<file path="src/sfs_pkg.sv">
// package for the field-set switching block: register map, constants, carriers
// assumes a 250 MHz system clock and a 32-bit Avalon-MM slave port
package sfs_pkg;
   localparam int unsigned CLK_MHZ = 250;
   localparam int unsigned HOLD_MS = 500;
   // cycles in 500 ms at 250 MHz
   localparam int unsigned HOLD_CYC_DEF = HOLD_MS * 1000 * CLK_MHZ;
   localparam int unsigned CNT_W = 28;

   localparam logic [3:0] OFF_CTRL = 4'h0;
   localparam logic [3:0] OFF_STAT = 4'h4;
   localparam logic [3:0] OFF_IRQ_STAT = 4'h8;
   localparam logic [3:0] OFF_IRQ_MASK = 4'hc;

   // ctrl bits
   localparam int unsigned CTRL_ESTOP_RST = 0;
   // stat bits
   localparam int unsigned ST_NARROW = 0;
   localparam int unsigned ST_PZC = 1;
   localparam int unsigned ST_WZC = 2;
   localparam int unsigned ST_ESTOP = 3;
   localparam int unsigned ST_STANDBY = 4;
   // irq bits
   localparam int unsigned IRQ_W = 3;
   localparam int unsigned IRQ_SWITCH = 0;
   localparam int unsigned IRQ_ESTOP = 1;
   localparam int unsigned IRQ_RSTREJ = 2;
   localparam logic [IRQ_W-1:0] IRQ_MASK_RST = 3'h0;
   // selection pair after reset: wide field set, sel_a high and sel_b low
   localparam logic [1:0] SEL_WIDE = 2'h2;

   typedef struct packed {
      logic sel_a;
      logic sel_b;
   } sfs_sel_t;

   typedef struct packed {
      logic protect_zone_clear;
      logic warn_zone_clear;
   } sfs_zone_t;

   function automatic logic [CNT_W-1:0] sfs_sat_inc(input logic [CNT_W-1:0] c,
                                                   input logic [CNT_W-1:0] lim);
      sfs_sat_inc = (c >= lim) ? lim : c + 28'h0000001;
   endfunction
endpackage

</file>
<file path="src/sfs_hold_timer.sv">
// counts cycles a condition holds continuously, saturating at the limit
// assumes the condition is synchronous to clk_sys_i
`timescale 1ns/1ps
module sfs_hold_timer (
   input wire logic clk_sys_i,
   input wire logic srst_i,
   input wire logic cond_i,
   input wire logic [sfs_pkg::CNT_W-1:0] lim_i,
   output logic done_o
);
   import sfs_pkg::*;
   logic [CNT_W-1:0] cnt;

   always_ff @(posedge clk_sys_i) begin
      if (srst_i || !cond_i) begin
         cnt <= '0;
      end else begin
         cnt <= sfs_sat_inc(cnt, lim_i);
      end
   end

   assign done_o = cond_i && (cnt >= lim_i - 28'h0000001);
endmodule

</file>
<file path="src/sfs_regs.sv">
// avalon-mm register file with sticky w1c interrupt status and mask
// assumes single-cycle decode; waitrequest low on the cycle after a request
`timescale 1ns/1ps
module sfs_regs (
   input wire logic clk_sys_i,
   input wire logic srst_i,
   input wire logic [3:0] avs_address_i,
   input wire logic avs_read_i,
   input wire logic avs_write_i,
   input wire logic [31:0] avs_writedata_i,
   output logic [31:0] avs_readdata_o,
   output logic avs_waitrequest_o,
   input wire logic [7:0] stat_i,
   input wire logic [sfs_pkg::IRQ_W-1:0] evt_i,
   output logic estop_rst_pulse_o,
   output logic irq_o
);
   import sfs_pkg::*;
   logic ack;
   logic [IRQ_W-1:0] irq_stat;
   logic [IRQ_W-1:0] irq_mask;
   logic wr_now;

   // one wait cycle, then the access completes
   assign avs_waitrequest_o = (avs_read_i || avs_write_i) && !ack;
   assign wr_now = avs_write_i && ack;

   always_ff @(posedge clk_sys_i) begin
      if (srst_i) begin
         ack <= 1'b0;
      end else begin
         ack <= (avs_read_i || avs_write_i) && !ack;
      end
   end

   always_ff @(posedge clk_sys_i) begin
      if (srst_i) begin
         avs_readdata_o <= '0;
      end else if (avs_read_i && !ack) begin
         unique case (avs_address_i)
            OFF_STAT: avs_readdata_o <= {24'h000000, stat_i};
            OFF_IRQ_STAT: avs_readdata_o <= {29'h00000000, irq_stat};
            OFF_IRQ_MASK: avs_readdata_o <= {29'h00000000, irq_mask};
            default: avs_readdata_o <= '0;
         endcase
      end
   end

   // set wins over a simultaneous clear
   always_ff @(posedge clk_sys_i) begin
      if (srst_i) begin
         irq_stat <= '0;
      end else if (wr_now && avs_address_i == OFF_IRQ_STAT) begin
         irq_stat <= (irq_stat & ~avs_writedata_i[IRQ_W-1:0]) | evt_i;
      end else begin
         irq_stat <= irq_stat | evt_i;
      end
   end

   always_ff @(posedge clk_sys_i) begin
      if (srst_i) begin
         irq_mask <= IRQ_MASK_RST;
      end else if (wr_now && avs_address_i == OFF_IRQ_MASK) begin
         irq_mask <= avs_writedata_i[IRQ_W-1:0];
      end
   end

   assign irq_o = |(irq_stat & irq_mask);
   assign estop_rst_pulse_o = wr_now && avs_address_i == OFF_CTRL
      && avs_writedata_i[CTRL_ESTOP_RST];
endmodule

</file>
<file path="src/sfs_top.sv">
// field-set switching logic between a laser scanner and a robot controller
// assumes all inputs synchronous to clk_sys_i; registers over avalon-mm
// Function
// - one field set: 1 when off low
// - switch to set 2 only 500 ms after rise
// - switch needs warn zone interrupted 500 ms
// - leaving protect zone: warn interrupted 500ms, else stop
// - selection channels always complementary
// - standby request follows teach mode
// - zone status routed to internal signals
// - run mode reset needs both zones clear
//
// The placing of the registers and the Avalon-MM register port were chosen for this implementation.
`timescale 1ns/1ps
module sfs_top #(
   parameter int unsigned HOLD_CYC = sfs_pkg::HOLD_CYC_DEF
) (
   input wire logic clk_sys_i,
   input wire logic srst_i,
   input wire logic reduced_speed_off_i,
   input wire sfs_pkg::sfs_zone_t zone_i,
   input wire logic teach_mode_i,
   input wire logic run_mode_i,
   input wire logic [3:0] avs_address_i,
   input wire logic avs_read_i,
   input wire logic avs_write_i,
   input wire logic [31:0] avs_writedata_i,
   output logic [31:0] avs_readdata_o,
   output logic avs_waitrequest_o,
   output sfs_pkg::sfs_sel_t sel_o,
   output sfs_pkg::sfs_zone_t zone_int_o,
   output logic scanner_standby_req_o,
   output logic estop_o,
   output logic irq_o
);
   import sfs_pkg::*;
   localparam logic [CNT_W-1:0] LIM = CNT_W'(HOLD_CYC);

   logic narrow_field_set;
   logic off_held;
   logic warn_held;
   logic pz_d;
   logic zint_vld;
   logic [CNT_W-1:0] exit_cnt;
   logic [CNT_W-1:0] chk_off_cnt;
   logic [CNT_W-1:0] chk_warn_cnt;
   logic exit_arm;
   logic estop_evt;
   logic rst_req;
   logic rst_ok;
   logic sw_evt;
   logic [7:0] stat;

   // both fields free: the only zone state that lets a run-mode stop be reset
   function automatic logic sfs_both_clear(input sfs_zone_t z);
      sfs_both_clear = z.protect_zone_clear && z.warn_zone_clear;
   endfunction

   // registered copy of the link status; other functions read only this
   always_ff @(posedge clk_sys_i) begin
      if (srst_i) begin
         zone_int_o <= '0;
      end else begin
         zone_int_o <= zone_i;
      end
   end

   sfs_hold_timer u_off_timer (
      .clk_sys_i(clk_sys_i),
      .srst_i(srst_i),
      .cond_i(reduced_speed_off_i),
      .lim_i(LIM),
      .done_o(off_held)
   );

   sfs_hold_timer u_warn_timer (
      .clk_sys_i(clk_sys_i),
      .srst_i(srst_i),
      .cond_i(!zone_int_o.warn_zone_clear),
      .lim_i(LIM),
      .done_o(warn_held)
   );

   // going to the narrow set waits for both holds; back to wide is immediate,
   // since the larger field is the safe side
   always_ff @(posedge clk_sys_i) begin
      if (srst_i) begin
         narrow_field_set <= 1'b0;
      end else if (!reduced_speed_off_i) begin
         narrow_field_set <= 1'b0;
      end else if (off_held && warn_held) begin
         narrow_field_set <= 1'b1;
      end
   end

   assign sw_evt = reduced_speed_off_i && off_held && warn_held && !narrow_field_set;

   always_ff @(posedge clk_sys_i) begin
      if (srst_i) begin
         sel_o <= SEL_WIDE;
      end else begin
         sel_o.sel_a <= !narrow_field_set;
         sel_o.sel_b <= narrow_field_set;
      end
   end

   always_ff @(posedge clk_sys_i) begin
      if (srst_i) begin
         scanner_standby_req_o <= 1'b0;
      end else begin
         scanner_standby_req_o <= teach_mode_i;
      end
   end

   // exit check: after the protect zone clears, count warn-zone interruption
   // the link copy reads busy during reset, so its first real sample after
   // release must not look like a person leaving the protect zone
   always_ff @(posedge clk_sys_i) begin
      if (srst_i) begin
         zint_vld <= 1'b0;
      end else begin
         zint_vld <= 1'b1;
      end
   end

   always_ff @(posedge clk_sys_i) begin
      if (srst_i) begin
         pz_d <= 1'b1;
      end else if (!zint_vld) begin
         pz_d <= 1'b1;
      end else begin
         pz_d <= zone_int_o.protect_zone_clear;
      end
   end

   always_ff @(posedge clk_sys_i) begin
      if (srst_i) begin
         exit_arm <= 1'b0;
         exit_cnt <= '0;
      end else if (zone_int_o.protect_zone_clear && !pz_d) begin
         exit_arm <= 1'b1;
         exit_cnt <= '0;
      end else if (exit_arm) begin
         if (zone_int_o.warn_zone_clear || exit_cnt >= LIM - 28'h0000002) begin
            exit_arm <= 1'b0;
         end
         exit_cnt <= sfs_sat_inc(exit_cnt, LIM);
      end
   end

   // warn zone cleared before the hold elapsed: exit too fast
   assign estop_evt = exit_arm && zone_int_o.warn_zone_clear;

   assign rst_ok = !run_mode_i || sfs_both_clear(zone_int_o);

   always_ff @(posedge clk_sys_i) begin
      if (srst_i) begin
         estop_o <= 1'b0;
      end else if (estop_evt) begin
         estop_o <= 1'b1;
      end else if (rst_req && rst_ok) begin
         estop_o <= 1'b0;
      end
   end

   assign stat = {3'h0, scanner_standby_req_o, estop_o, zone_int_o.warn_zone_clear,
                  zone_int_o.protect_zone_clear, narrow_field_set};

   sfs_regs u_regs (
      .clk_sys_i(clk_sys_i),
      .srst_i(srst_i),
      .avs_address_i(avs_address_i),
      .avs_read_i(avs_read_i),
      .avs_write_i(avs_write_i),
      .avs_writedata_i(avs_writedata_i),
      .avs_readdata_o(avs_readdata_o),
      .avs_waitrequest_o(avs_waitrequest_o),
      .stat_i(stat),
      .evt_i({rst_req && !rst_ok, estop_evt, sw_evt}),
      .estop_rst_pulse_o(rst_req),
      .irq_o(irq_o)
   );

   a_sel_complement: assert property (@(posedge clk_sys_i) disable iff (srst_i)
      sel_o.sel_a != sel_o.sel_b) else $error("field select channels not complementary");

   a_wide_when_low: assert property (@(posedge clk_sys_i) disable iff (srst_i)
      !reduced_speed_off_i |=> !narrow_field_set) else $error("narrow set with off low");

   a_no_early_switch: assert property (@(posedge clk_sys_i) disable iff (srst_i)
      $rose(narrow_field_set) |-> $past(off_held)) else $error("switched before delay");

   a_warn_hold_first: assert property (@(posedge clk_sys_i) disable iff (srst_i)
      $rose(narrow_field_set) |-> !$past(zone_int_o.warn_zone_clear)
   ) else $error("switched without warn interruption");

   a_standby_follows: assert property (@(posedge clk_sys_i) disable iff (srst_i)
      !$past(srst_i) |-> scanner_standby_req_o == $past(teach_mode_i)
   ) else $error("standby mismatch");

   a_zone_route: assert property (@(posedge clk_sys_i) disable iff (srst_i)
      !$past(srst_i) |-> zone_int_o == $past(zone_i)
   ) else $error("zone status not routed");

   a_estop_set: assert property (@(posedge clk_sys_i) disable iff (srst_i)
      estop_evt |=> estop_o) else $error("fast exit did not stop");

   a_run_reset_gate: assert property (@(posedge clk_sys_i) disable iff (srst_i)
      $fell(estop_o) |-> $past(!run_mode_i || (zone_int_o.protect_zone_clear
      && zone_int_o.warn_zone_clear))) else $error("reset accepted with zone busy");

   a_reset_state: assert property (@(posedge clk_sys_i)
      srst_i |=> (!narrow_field_set && !scanner_standby_req_o && exit_cnt == '0)
   ) else $error("reset state wrong");

   a_reset_sel: assert property (@(posedge clk_sys_i)
      srst_i |=> sel_o == SEL_WIDE
   ) else $error("selection pair not wide after reset");

   a_reset_timers: assert property (@(posedge clk_sys_i)
      srst_i |=> (!exit_arm && !estop_o && zone_int_o == '0)
   ) else $error("exit check or stop not cleared by reset");

   // plain run-length counters for the hold assertions, kept apart from the timers
   // so that a wrong timer threshold shows up as a failure
   always_ff @(posedge clk_sys_i) begin
      if (srst_i || !reduced_speed_off_i) begin
         chk_off_cnt <= '0;
      end else begin
         chk_off_cnt <= sfs_sat_inc(chk_off_cnt, LIM);
      end
   end

   always_ff @(posedge clk_sys_i) begin
      if (srst_i || zone_int_o.warn_zone_clear) begin
         chk_warn_cnt <= '0;
      end else begin
         chk_warn_cnt <= sfs_sat_inc(chk_warn_cnt, LIM);
      end
   end

   a_off_hold_len: assert property (@(posedge clk_sys_i) disable iff (srst_i)
      $rose(narrow_field_set) |-> $past(chk_off_cnt) >= LIM - 28'h0000001
   ) else $error("off level held too briefly before switch");

   a_warn_hold_len: assert property (@(posedge clk_sys_i) disable iff (srst_i)
      $rose(narrow_field_set) |-> $past(chk_warn_cnt) >= LIM - 28'h0000001
   ) else $error("warn interruption too brief before switch");

   a_sel_follows: assert property (@(posedge clk_sys_i) disable iff (srst_i)
      !$past(srst_i) |-> sel_o.sel_b == $past(narrow_field_set)
   ) else $error("selection pair does not follow field set");

   a_wide_return: assert property (@(posedge clk_sys_i) disable iff (srst_i)
      !reduced_speed_off_i |-> ##2 sel_o.sel_a
   ) else $error("wide set not selected after off low");

   a_exit_arm: assert property (@(posedge clk_sys_i) disable iff (srst_i)
      $rose(zone_int_o.protect_zone_clear) && !$past(srst_i, 2) |=> exit_arm
   ) else $error("exit check not armed");

   a_exit_window: assert property (@(posedge clk_sys_i) disable iff (srst_i)
      exit_arm |-> exit_cnt <= LIM - 28'h0000002
   ) else $error("exit check window too long");

   a_no_false_stop: assert property (@(posedge clk_sys_i) disable iff (srst_i)
      $rose(estop_o) |-> $past(estop_evt)
   ) else $error("stop set without exit violation");

   a_estop_latched: assert property (@(posedge clk_sys_i) disable iff (srst_i)
      estop_o && !(rst_req && (!run_mode_i || sfs_both_clear(zone_int_o))) |=> estop_o
   ) else $error("stop released without accepted reset");
endmodule

</file>
<file path="config.mk">
export PLATFORM = sky130hd
export DESIGN_NAME = sfs_top
export DESIGN_NICKNAME = d
export VERILOG_FILES = /design/src/sfs_pkg.sv /design/src/sfs_hold_timer.sv /design/src/sfs_regs.sv /design/src/sfs_top.sv
export SDC_FILE = /design/constraint.sdc
export NUM_CORES = 1
export LEC_CHECK = 0
export BUFFER_PORTS_ARGS = -buffer_cell sky130_fd_sc_hd__buf_2
export CORE_MARGIN = 4
export CORE_UTILIZATION = 54
export CTS_CLUSTER_SIZE = 24
export DETAILED_ROUTE_END_ITERATION = 12
export HOLD_SLACK_MARGIN = 0.08
export PLACE_DENSITY = 0.73
export SETUP_SLACK_MARGIN = 0.2
export SLEW_MARGIN = 20
export SYNTH_ARGS = -nofsm -noshare
export SYNTH_HDL_FRONTEND = slang
export SYNTH_HIERARCHICAL = 1
export SYNTH_SLANG_ARGS = --single-unit
</file>
<file path="constraint.sdc">
create_clock -name clk_sys_i -period 4.3 [get_ports clk_sys_i]
set_input_delay 0 -clock clk_sys_i [delete_from_list [all_inputs] [get_ports clk_sys_i]]
set_output_delay 0 -clock clk_sys_i [all_outputs]
set_load 0.03 [all_outputs]
</file>
Word-level counts from Yosys, hierarchy flattened
Cells that the tools add are included.
Widths: inputs -> output; s select.
{"block": "classes", "addsub": 3, "n_lt_le_gt_ge": 6, "eq_ne": 3, "n_mux": 11, "n_bitwise": 7, "n_reduce_logical": 38}
{"operator": "$ge 28x27->1 const B", "n": 6}
{"operator": "$add 28x1->28 const B", "n": 3}
{"operator": "$mux 27", "n": 2}
{"operator": "$mux 28", "n": 1}
{"operator": "$logic_and 1x1->1", "n": 18}
{"operator": "$pmux 5 s3", "n": 1}
{"operator": "$reduce_or 2->1", "n": 5}
{"operator": "$eq 4x4->1 const B", "n": 2}
{"operator": "$logic_not 1->1", "n": 7}
{"operator": "$and 3x3->3", "n": 2}
{"operator": "$mux 1", "n": 6}
{"operator": "$or 3x3->3", "n": 2}
{"operator": "$logic_or 1x1->1", "n": 5}
{"operator": "$eq 4x3->1 const B", "n": 1}
{"operator": "$logic_not 4->1", "n": 1}
{"operator": "$mux 3", "n": 1}
{"operator": "$not 3->3", "n": 1}
{"operator": "$reduce_or 3->1", "n": 1}
{"operator": "$not 1->1", "n": 2}
{"operator": "$reduce_bool 2->1", "n": 1}
{"block": "totals", "register_bits": 133, "in_bits": 45, "out_inout_bits": 40, "wordCells": 87}

Longest topological paths before layout
Gate-level depths: netlist of run 1.
{"block": "depth", "word_depth": 7, "ltp_mapped": 17, "depth_no_buf": 16}

By module
The synthesis of run 1 kept the hierarchy.
{"mod": "sfs_hold_timer", "instances": 2, "cells_each": 441, "area_per_inst_um2": 3398.3, "seq_area_each_um2": 560.5}
{"mod": "sfs_top", "instances": 1, "cells_each": 203, "area_per_inst_um2": 1770.4, "seq_area_each_um2": 760.7}
{"mod": "sfs_regs", "instances": 1, "cells_each": 105, "area_per_inst_um2": 900.9, "seq_area_each_um2": 300.3}

Least setup slack after synthesis of run 1
Ideal clock, no wire load.
{"block": "synth_path", "path_kind": "reg2reg", "start": "register u_warn_timer.cnt[0]", "end": "register u_regs.irq_stat[0]", "setup_time_ns": 0.091, "arrival_ns": 2.346, "t_required_ns": 4.209, "slack_ns": 1.863, "path_stages_with_launch": 12, "n_path_buf": 0, "synth_period_minus_slack_ns": 2.437, "path_cell_list": "dfxtp_1 > inv_1 > ha_1 > nand2b_1 > a2111oi_0 > nor4_1 > a2111oi_0 > o31a_1 > o41ai_1 > and4b_1 > inv_1 > a311oi_1"}
{"block": "synth_between", "elab_chain_cells": 6, "word_cells_on_any_way": 7, "classes_between": "1 x order compare; 1 x mux; 2 x bitwise; 3 x reduce/logical"}
{"element": "start: declaration", "line_no": "sfs_hold_timer.sv:12", "text": "logic [CNT_W-1:0] cnt;"}
{"element": "start signal: assignment", "line_no": "sfs_hold_timer.sv:18", "text": "cnt <= sfs_sat_inc(cnt, lim_i);"}
{"element": "$ge 28x27->1 (*)", "line_no": "sfs_hold_timer.sv:22", "text": "assign done_o = cond_i && (cnt >= lim_i - 28'h0000001);"}
{"element": "$logic_and 1x1->1 (*)", "line_no": "sfs_hold_timer.sv:22"}
{"element": "net warn_held", "line_no": "sfs_top.sv:41", "text": "logic warn_held;"}
{"element": "$logic_and 1x1->1 (*) (2 in a row)", "line_no": "sfs_top.sv:96", "text": "assign sw_evt = reduced_speed_off_i && off_held && warn_held && !narrow_field_set;"}
{"element": "net sw_evt", "line_no": "sfs_top.sv:51", "text": "logic sw_evt;"}
{"element": "$or 3x3->3 (on tied branches)", "line_no": "sfs_regs.sv:56, sfs_regs.sv:54"}
{"element": "$mux 3 (*)", "line_no": "sfs_regs.sv:53", "text": "end else if (wr_now && avs_address_i == OFF_IRQ_STAT) begin"}
{"element": "end signal: assignment", "line_no": "sfs_regs.sv:54", "text": "irq_stat <= (irq_stat & ~avs_writedata_i[IRQ_W-1:0]) | evt_i;"}
{"element": "end signal: assignment", "line_no": "sfs_regs.sv:56", "text": "irq_stat <= irq_stat | evt_i;"}
{"element": "end: declaration", "line_no": "sfs_regs.sv:20", "text": "logic [IRQ_W-1:0] irq_stat;"}
Mark *: on every way through the listed nets, which the timed path passes. The rest lies on a longest branch.
A chain may end at the register's enable or synchronous reset.

Final worst setup path of run 1
Same ends and word-level chain as after synthesis.

==> results of run 1 <==
## cells in the mapped netlist, drive strengths merged, types with 3 or more instances
library cell,count
and2,6
nor2,69
a211oi,4
dfxtp,109
o21a,6
a31oi,3
or4,12
conb,3
and3,13
a211o,3
o21ai,20
nand4,50
buf,35
xor2,45
nand2,71
mux2i,5
nand2b,8
nor2b,5
a311oi,3
inv,75
a2111oi,4
nand3,54
a21oi,108
o2111ai,4
xnor2,82
a21o,26
nor3,139
clkbuf,33
ha,118
mux2,3
and4,15
nor4,26
## cells by family after synthesis
group	share of synthesized area, %
compound gates	13.2
xor+xnor	11.7
fa+ha+maj	15.6
buf+inv	6.83
flops	23.0
mux	0.885
other cells	0.119
simple gates	28.6
## registers in the layout (all words and copies together) (netlist names)
signal                 cells
estop_o                    1
exit_arm                   1
exit_cnt                  28
narrow_field_set           1
pz_d                       1
scanner_standby_req_o      1
sel_o                      2
u_off_timer/cnt           28
u_regs/ack                 1
u_regs/avs_readdata_o      8
u_regs/irq_mask            3
u_regs/irq_stat            3
u_warn_timer/cnt          28
zint_vld                   1
zone_int_o                 2
## through the flow
step	hold WS [ns]	instances	instance area (µm²)	setup WS, ns
after global routing	0.154	1686	11100	0.871
after global placement	0.208	1650	10600	1.24
after floorplan	0.109	1458	10500	1.86
after detailed placement	0.218	1650	10600	1.21
final	0.121	1686	11100	1.24
after CTS	0.111	1686	11100	1.20
## cell type report
class,count,area (µm²),share of cell area [%]
multi-input cells,1206,7660,69.1
inverters,75,282,2.54
well taps,225,282,2.54
repair buffers,55,385,3.48
flip-flops and latches,109,2180,19.7
clock buffers,10,229,2.07
clock inverters,6,65.1,0.587
## routing by layer
layer	GRT usage (%)	vias to the layer above	wire, µm
met5	0	-	0
met1	29.5	3864	9980
met4	4.18	0	249
li1	-	4541	-
met3	3.65	20	578
met2	36.3	109	10100
## worst reg2reg max path, delay by kind of cell, from the launching register on
family,cells,cell delay (ns)
simple gates,3,0.70
compound gates,5,1.37
fa+ha+maj,1,0.30
buf+inv,2,0.17
flops,1,0.45
## final timing paths
| check | endpoint | slack [ns] | cells after the start |
|---|---|---|---|
| setup reg to reg | u_regs/irq_stat[0]$_SDFF_PP0_ | 1.24 | 11 |
| setup / recovery | u_regs/irq_stat[0]$_SDFF_PP0_ | 1.24 | 11 |
| hold / removal | u_regs/avs_readdata_o[1]$_SDFFE_PP0P_ | 0.12 | 3 |
| hold reg to reg | pz_d$_SDFF_PP1_ | 0.37 | 1 |
## power by group
part           switching [µW]  internal [µW]
clock network             433            413
logic                     182           90.8
registers                10.1           1020
total                     625           1520
==> impl_metrics.env, run 1 <==
export IMPL_drive_gt1_share_pct=6.09
export IMPL_antenna_cells=0
export IMPL_grt_max_degree=29
export IMPL_period_needed_ns=3.06
export IMPL_h_tree_depth=3
export IMPL_yosysTopAreaCell="dfxtp_1"
export IMPL_maxSlewViolCount=0
export IMPL_vias=8534
export IMPL_reg2reg_from="u_warn_timer/cnt[0]$_SDFF_PP0_"
export IMPL_crit_required_ns=4.58
export IMPL_track_usage_pct=21.6
export IMPL_worstHoldPathType="input port to flop"
export IMPL_gr_total_overflow=0
export IMPL_synthFlopType="dfxtp_1"
export IMPL_maxCapViolCount=0
export IMPL_max_stage_delay_ns=0.55
export IMPL_finalCritPeriodShare_pct=71.1
export IMPL_cts_tree="done"
export IMPL_syn_inst=1190
export IMPL_start_util_pct=54.9
export IMPL_gp_congestion=0.868
export IMPL_dp_hpwl_um=15600
export IMPL_maxSlewHeadroom_pct=29.0
export IMPL_die_x_um=140
export IMPL_fill_cells=1545
export IMPL_status="complete, no violations"
export IMPL_cts_resized=0
export IMPL_dieArea_mm2=0.0197
export IMPL_die_y_um=140
export IMPL_dr_pass1_iters=5
export IMPL_antenna_found_initial=0
export IMPL_netlist_area_leader_share_pct=23.0
export IMPL_synth_seq_cells=109
export IMPL_wirelength_um=20900
export IMPL_hold_viol=0
export IMPL_vdd_drop_max_v=0.000189
export IMPL_endpoint_kind="flop"
export IMPL_path_clk_slew_ns=0.08
export IMPL_syn_avg_cell_area_um2=7.96
export IMPL_timing_fmax_mhz=327
export IMPL_hp_start="avs_address_i[3]"
export IMPL_p_total_uw=2140
export IMPL_cp_cell_sequence="inv_1 > ha_1 > nand2b_1 > a2111oi_0 > nor4_1 > a2111oi_0 > o31a_1 > o41ai_1 > and4b_1 > inv_1 > a311oi_1"
export IMPL_cp_start_kind="flop"
export IMPL_synth_edf_count=0
export IMPL_ys_seq_area_share_pct=23.0
export IMPL_grt_pass1_vias=7909
export IMPL_cts_buffers=9
export IMPL_path_class="flop to flop"
export IMPL_ys_warn_count=6
export IMPL_ys_types=66
export IMPL_finish_utilization_pct=64.3
export IMPL_io_pins=85
export IMPL_drt_iter0_drc=433
export IMPL_final_cell_mix="conb_1 (271), nor3_1 (133), ha_1 (118)"
export IMPL_port_buffers=31
export IMPL_path_delay_family="compound AO/OA/AOI/OAI gates"
export IMPL_insertion_delay_ns=0.37
export IMPL_core_area_mm2=0.0172
export IMPL_fin_nets=1619
export IMPL_grt_pass1_wl_um=36700
export IMPL_avgRoutedWirePerCell_um=12.4
export IMPL_critical_path_slowest_cell="o41ai_1"
export IMPL_setup_viol=0
export IMPL_vias_per_cell=5.06
export IMPL_cts_root_buf="clkbuf_16"
export IMPL_worst_pin_slew_ns=1.06
export IMPL_drcViolationCount=0
export IMPL_power_density_mw_per_mm2=193
export IMPL_ant_nets=0
export IMPL_syn2layout_area_growth_pct=17.1
export IMPL_skew_ns=0.0111
export IMPL_cts_hold_buf=20
export IMPL_cp_arrival_ns=3.34
export IMPL_tns_ns=0
export IMPL_clk_path_buf_depth=2
export IMPL_rows=48
export IMPL_syn_area_mm2=0.00947
export IMPL_startpoint="u_warn_timer/cnt[0]$_SDFF_PP0_"
export IMPL_rsz0062_at_grt="false"
export IMPL_leakage_uw=0.00526
export IMPL_final_common_cell="conb_1"
export IMPL_async_reset_ff_share_pct=0
export IMPL_synthTopCellsByArea="dfxtp_1 (23%), ha_1 (16%), xnor2_1 (7.6%)"
export IMPL_path_buf_inv=2
export IMPL_cp_max_fo=7
export IMPL_clock_sinks=109
export IMPL_cts_setup_buffers=0
(Power assumes the default switching activity.)
==> run 2: changes to the inputs <==
--- a/config.mk
+++ b/config.mk
@@ -5,13 +5,14 @@
 export SDC_FILE = /design/constraint.sdc
 export NUM_CORES = 1
 export LEC_CHECK = 0
+export ABC_AREA = 1
 export BUFFER_PORTS_ARGS = -buffer_cell sky130_fd_sc_hd__buf_2
 export CORE_MARGIN = 4
 export CORE_UTILIZATION = 54
 export CTS_CLUSTER_SIZE = 24
 export DETAILED_ROUTE_END_ITERATION = 12
 export HOLD_SLACK_MARGIN = 0.08
-export PLACE_DENSITY = 0.73
+export PLACE_DENSITY = 0.76
 export SETUP_SLACK_MARGIN = 0.2
 export SLEW_MARGIN = 20
 export SYNTH_ARGS = -nofsm -noshare
==> constraint.sdc (replaced) <==
create_clock -name clk_sys_i -period 2.57 [get_ports clk_sys_i]
set_input_delay 0 -clock clk_sys_i [delete_from_list [all_inputs] [get_ports clk_sys_i]]
set_output_delay 0 -clock clk_sys_i [all_outputs]
set_load 0.03 [all_outputs]
==> run 2 against run 1 <==
Against the previous run: sequential power grew 67%; cell area grew 12%; critical endpoint is now u_off_timer/cnt[3]$_SDFF_PP0_; via count grew 25%; die area grew 14%; largest power group unchanged.
==> impl_metrics.env, run 2 <==
export IMPL_setup_viol=0
export IMPL_core_area_mm2=0.0196
export IMPL_worstHoldPathType="input port to flop"
export IMPL_synth_top_cells_by_count="nand2_1 (468), nor2_1 (295), inv_1 (207), ha_1 (118), nand3_1 (112)"
export IMPL_synth_edf_count=0
export IMPL_maxCapViolCount=0
export IMPL_port_buffers=31
export IMPL_cts_root_buf="clkbuf_16"
export IMPL_hold_ws_ns=0.0917
export IMPL_syn2layout_area_growth_pct=14.7
export IMPL_gp_congestion=0.919
export IMPL_reg_largest_list="exit_cnt (28), u_off_timer/cnt (28), u_warn_timer/cnt (28)"
export IMPL_grt_pass1_vias=9904
export IMPL_regArea_mm2=0.00218
export IMPL_multi_input_area_mm2=0.00833
export IMPL_path_class="flop to flop"
export IMPL_grt_max_degree=50
export IMPL_path_buf_inv=1
export IMPL_vias=10700
export IMPL_drcViolationCount=0
export IMPL_synth_seq_cells=109
export IMPL_insertion_delay_ns=0.36
export IMPL_rows=51
export IMPL_cp_start_kind="flop"
export IMPL_drt_iter0_drc=405
export IMPL_antenna_found_initial=1
export IMPL_reg2reg_from="u_off_timer/cnt[23]$_SDFF_PP0_"
export IMPL_track_usage_pct=23.3
export IMPL_syn_inst=1743
export IMPL_path_clk_slew_ns=0.08
export IMPL_dpl_worst_slack_ns=0.517
export IMPL_min_to="u_regs/avs_readdata_o[2]$_SDFFE_PP0P_"
export IMPL_r2r_cells=11
export IMPL_cp_arrival_ns=2.35
export IMPL_fin_nets=2163
export IMPL_status="complete, no violations"
export IMPL_leakage_uw=0.00644
export IMPL_instances_no_fill=2271
export IMPL_setup_ws_ns=0.481
export IMPL_skew_ns=0.0109
export IMPL_dp_cells=2236
export IMPL_ys_seq_area_share_pct=20.1
export IMPL_clk_path_buf_depth=2
export IMPL_rsz0062_at_grt="false"
export IMPL_cts_tree="done"
export IMPL_maxSlewHeadroom_pct=47.0
export IMPL_crit_required_ns=2.83
export IMPL_syn_avg_cell_area_um2=6.21
export IMPL_power_density_mw_per_mm2=295
export IMPL_gr_total_overflow=0
export IMPL_cp_max_fo=16
export IMPL_hp_start="avs_address_i[2]"
export IMPL_die_y_um=150
export IMPL_rrSetupSlack_ns=0.48
export IMPL_fill_cells=1882
export IMPL_timing_fmax_mhz=479
export IMPL_crit_top_cell="nand2_1"
export IMPL_path_delay_family="simple AND/OR/NAND/NOR gates"
export IMPL_io_pins=85
export IMPL_synthTopCellsByArea="dfxtp_1 (20%), nand2_1 (16%), ha_1 (14%)"
export IMPL_finish_utilization_pct=63.4
export IMPL_final_common_cell="nand2_1"
export IMPL_yosysTopAreaCell="dfxtp_1"
export IMPL_synthFlopType="dfxtp_1"
export IMPL_hold_viol=0
export IMPL_period_needed_ns=2.09
export IMPL_async_reset_ff_share_pct=0
export IMPL_ys_types=37
export IMPL_tns_ns=0
export IMPL_clock_sinks=109
export IMPL_critical_path_slowest_cell="dfxtp_1"
export IMPL_syn_area_mm2=0.0108
export IMPL_r2r_end="u_off_timer/cnt[3]$_SDFF_PP0_"
export IMPL_dr_pass1_iters=5
export IMPL_worstHoldPathCells=6
export IMPL_dieArea_mm2=0.0224
export IMPL_maxSlewViolCount=0
export IMPL_final_cell_mix="nand2_1 (468), nor2_1 (295), conb_1 (241)"
export IMPL_vias_per_cell=4.71
export IMPL_wirelength_um=25200
export IMPL_ys_warn_count=6
export IMPL_dp_hpwl_um=19900
export IMPL_avgRoutedWirePerCell_um=11.1
export IMPL_ant_nets=0
export IMPL_endpoint_kind="flop"
export IMPL_max_stage_delay_ns=0.47
export IMPL_finalCritPeriodShare_pct=81.3
export IMPL_netlist_area_leader_share_pct=20.1
export IMPL_h_tree_depth=3
export IMPL_vdd_drop_max_v=0.000425
export IMPL_grt_pass1_wl_um=43900
export IMPL_synthMostInstantiatedCell="nand2_1"
export IMPL_worst_pin_slew_ns=0.793
export IMPL_die_x_um=150
export IMPL_cts_buffers=9
export IMPL_cp_cell_sequence="ha_1 > nand2_1 > nor2_1 > and2_4 > nand2_1 > nand3_1 > nor2_4 > buf_4 > nand3_1 > nand2_1 > nor2_1"
export IMPL_start_util_pct=55.3
export IMPL_drive_gt1_share_pct=6.13
## run 2: cell types whose count changed after synthesis, sizes merged, moves of 28 or more
cell	before	now
nor3	139	27
nand4	50	14
inv	75	213
clkbuf	33	5
xnor2	82	20
nand3b	0	34
nand2	71	476
nand3	54	117
nor2	69	320
## run 2: layer usage
layer	GRT usage (%)	wire (µm)	up-vias
met4	4.67	320	0
met3	3.33	1160	26
li1	-	-	5770
met2	40.6	11600	188
met5	0	0	-
met1	31.0	12100	4702
## run 2: kinds of logic after synthesis
logic type / after synthesis / synth area share [%]
adders and majority gates: 118 / 13.6
buffers and inverters: 268 / 11.3
other: 3 / 0.104
and+or+nand+nor: 1002 / 39.9
AOI/OAI and AO/OA: 154 / 7.72
xor gates and xnor gates: 89 / 7.20
DFF: 109 / 20.1
## run 2: per-stage QoR
stage / area [µm²] / power, µW
6_report: 12400 / 3670
5_1_grt: 12400 / 3840
4_1_cts: 12400 / 3670
3_5_place_dp: 11900 / 2230
3_3_place_gp: 11900 / 2220
2_1_floorplan: 11700 / 2180
## run 2: area by class of cell
class / instances / area share, %
Antenna cell: 1 / 0.0201
Clock buffer: 10 / 1.92
Clock inverter: 6 / 0.514
Inverter: 213 / 6.44
Multi-Input combinational cell: 1604 / 67.0
Sequential cell: 109 / 17.6
Tap cell: 265 / 2.67
Timing Repair Buffer: 63 / 3.85
## run 2: tightest hold or removal path, cell delays in order
cell and delay (ns):
buf_2 0.12, nor2_4 0.06, nand3_1 0.06, nand3_1 0.06, nand2_1 0.07, a21oi_2 0.04
## run 2: what timing repair did
action,4_1_cts,5_1_grt
buffers inserted,0,0
hold endpoints to repair,19,0
resized for setup,0,0
hold buffers,18,0
## run 2: where the power goes
part | switching (µW) | total (µW) | internal [µW]
Sequential | 15.6 | 1720 | 1700
Combinational | 362 | 521 | 159
Clock | 711 | 1420 | 713
Total | 1090 | 3670 | 2580
## run 2: how the worst max path moves through the flow
| stage | start | to | slack [ns] | cells after the start |
|---|---|---|---|---|
| after floorplan | u_off_timer/cnt[27]$_SDFF_PP0_ | u_off_timer/cnt[19]$_SDFF_PP0_ | 0.89 | 11 |
| after global placement | u_off_timer/cnt[23]$_SDFF_PP0_ | u_off_timer/cnt[9]$_SDFF_PP0_ | 0.54 | 11 |
| after detailed placement | u_off_timer/cnt[23]$_SDFF_PP0_ | u_off_timer/cnt[4]$_SDFF_PP0_ | 0.52 | 11 |
| after CTS | u_off_timer/cnt[23]$_SDFF_PP0_ | u_off_timer/cnt[4]$_SDFF_PP0_ | 0.49 | 11 |
| after global routing | u_warn_timer/cnt[27]$_SDFF_PP0_ | u_warn_timer/cnt[1]$_SDFF_PP0_ | 0.29 | 12 |
| final | u_off_timer/cnt[23]$_SDFF_PP0_ | u_off_timer/cnt[3]$_SDFF_PP0_ | 0.48 | 11 |
==> run 3: changes to the inputs <==
==> constraint.sdc (replaced) <==
create_clock -name clk_sys_i -period 1.7 [get_ports clk_sys_i]
set_input_delay 0 -clock clk_sys_i [delete_from_list [all_inputs] [get_ports clk_sys_i]]
set_output_delay 0 -clock clk_sys_i [all_outputs]
set_load 0.03 [all_outputs]
==> run 3 against run 2 <==
Against the previous run: the run now ends with setup timing left; cell area is 25% higher; hold slack better by 0.040 ns; final cell count increased by 7.2%; critical endpoint is now u_regs/irq_stat[0]$_SDFF_PP0_.
==> impl_metrics.env, run 3 (synthesis gave the netlist of run 2 again) <==
export IMPL_gp_congestion=0.952
export IMPL_final_cell_mix="nand2_1 (426), nor2_1 (258), conb_1 (241)"
export IMPL_timing_fmax_mhz=493
export IMPL_cts_buffers=9
export IMPL_dp_cells=2331
export IMPL_dpl_instance_area_mm2=0.0131
export IMPL_dpl_worst_slack_ns=-0.283
export IMPL_vdd_drop_max_v=0.000459
export IMPL_final_common_cell="nand2_1"
export IMPL_p_total_uw=5710
export IMPL_vias_per_cell=5.11
export IMPL_violations="setup timing"
export IMPL_instances_no_fill=2434
export IMPL_drcViolationCount=0
export IMPL_drt_iter0_drc=1052
export IMPL_finish_utilization_pct=79.0
export IMPL_multi_input_area_mm2=0.00964
export IMPL_clock_sinks=109
export IMPL_cts_root_buf="clkbuf_16"
export IMPL_maxCapViolCount=0
export IMPL_setup_viol=58
export IMPL_worstHoldPathType="input port to flop"
export IMPL_cp_start_kind="flop"
export IMPL_finalCritPeriodShare_pct=119
export IMPL_crit_required_ns=2.00
export IMPL_h_tree_depth=3
export IMPL_ant_nets=0
export IMPL_grt_max_degree=29
export IMPL_dieArea_mm2=0.0224
export IMPL_gr_total_overflow=0
export IMPL_core_area_mm2=0.0196
export IMPL_skew_ns=0.0115
export IMPL_start_util_pct=55.3
export IMPL_rrSetupSlack_ns=-0.33
export IMPL_leakage_uw=0.00788
export IMPL_insertion_delay_ns=0.37
export IMPL_regArea_mm2=0.00228
export IMPL_reg_largest_list="exit_cnt (28), u_off_timer/cnt (28), u_warn_timer/cnt (28)"
export IMPL_fill_cells=1290
export IMPL_status="complete, but fails checks"
export IMPL_vias=12400
export IMPL_syn2layout_area_growth_pct=42.8
export IMPL_endpoint_kind="flop"
export IMPL_rsz0062_at_grt="true"
export IMPL_antenna_found_initial=0
export IMPL_dr_pass1_iters=6
export IMPL_die_y_um=150
export IMPL_hold_viol=0
export IMPL_maxSlewViolCount=0
export IMPL_final_cell_area_mm2=0.0155
export IMPL_port_buffers=31
export IMPL_period_needed_ns=2.03
export IMPL_fin_nets=2328
export IMPL_cp_arrival_ns=2.33
export IMPL_path_clk_slew_ns=0.08
export IMPL_cp_max_fo=3
export IMPL_setup_ws_ns=-0.327
export IMPL_dp_hpwl_um=22500
export IMPL_wirelength_um=35100
export IMPL_cts_tree="done"
export IMPL_clk_path_buf_depth=2
export IMPL_die_x_um=150
export IMPL_rows=51
export IMPL_antenna_cells=0
export IMPL_drive_gt1_share_pct=25.1
export IMPL_track_usage_pct=29.2
export IMPL_io_pins=85
export IMPL_avgRoutedWirePerCell_um=14.4
export IMPL_path_class="flop to flop"
export IMPL_grt_pass1_wl_um=53800
export IMPL_grt_pass1_vias=11700
export IMPL_power_density_mw_per_mm2=369
run 3: power by group:
| group | switching, µW | leakage, µW | internal (µW) | total, µW |
|---|---|---|---|---|
| sequential | 20.7 | 0.000913 | 2560 | 2580 |
| combinational | 679 | 0.00683 | 341 | 1020 |
| clock | 1090 | 0.000139 | 1020 | 2110 |
run 3: cell type report:
cell class / instances / area share (%)
inverter: 213 / 5.17
multi-input combinational: 1605 / 62.3
sequential: 109 / 14.7
clock buffer: 9 / 1.46
tap: 265 / 2.14
clock inverter: 6 / 0.340
timing repair buffer: 227 / 13.8
run 3: worst paths after layout:
path / cells after the start / startpoint / to
max: 15 / u_warn_timer/cnt[19]$_SDFF_PP0_ / u_regs/irq_stat[0]$_SDFF_PP0_
min: 6 / avs_address_i[2] / u_regs/avs_readdata_o[2]$_SDFFE_PP0P_
max reg2reg: 15 / u_warn_timer/cnt[19]$_SDFF_PP0_ / u_regs/irq_stat[0]$_SDFF_PP0_
min reg2reg: 1 / zint_vld$_DFF_P_ / pz_d$_SDFF_PP1_
run 3: what timing repair did:
| action | 4_1_cts | 5_1_grt |
|---|---|---|
| gates resized for setup | 160 | 125 |
| pin swaps | 56 | 72 |
| setup endpoints to repair | 62 | 93 |
| hold buffers | 20 | 0 |
| gates cloned | 11 | 2 |
| buffers inserted | 27 | 28 |
| hold endpoints to repair | 19 | 0 |
run 3: layer usage:
metal	vias up	routed length [µm]	track usage [%]	part of all wire [%]
met5	-	0	0	0
met2	576	16900	50.1	48
met4	0	998	8.97	2.8
met1	5631	14500	37.9	41
met3	107	2670	4.51	7.6
li1	6123	-	-	-
run 3: through the flow:
step,hold slack (ns),TNS (ns)
after floorplan,0.107,0
after global placement,0.200,-5.86
after detailed placement,0.207,-7.74
after CTS,0.0901,-5.94
after global routing,0.151,-15.30
final,0.132,-9.83
run 3: critical path, cell delays in order, from the launching register on:
cell,delay (ns)
dfxtp_2,0.36
buf_4,0.13
ha_1,0.34
nand2_1,0.08
inv_1,0.07
nor2_1,0.04
o21a_1,0.13
a21oi_1,0.20
nor2_1,0.06
nand3_1,0.09
nand2_1,0.06
inv_1,0.06
nand2_2,0.06
nor3_1,0.13
a21oi_1,0.06
nor2_1,0.08
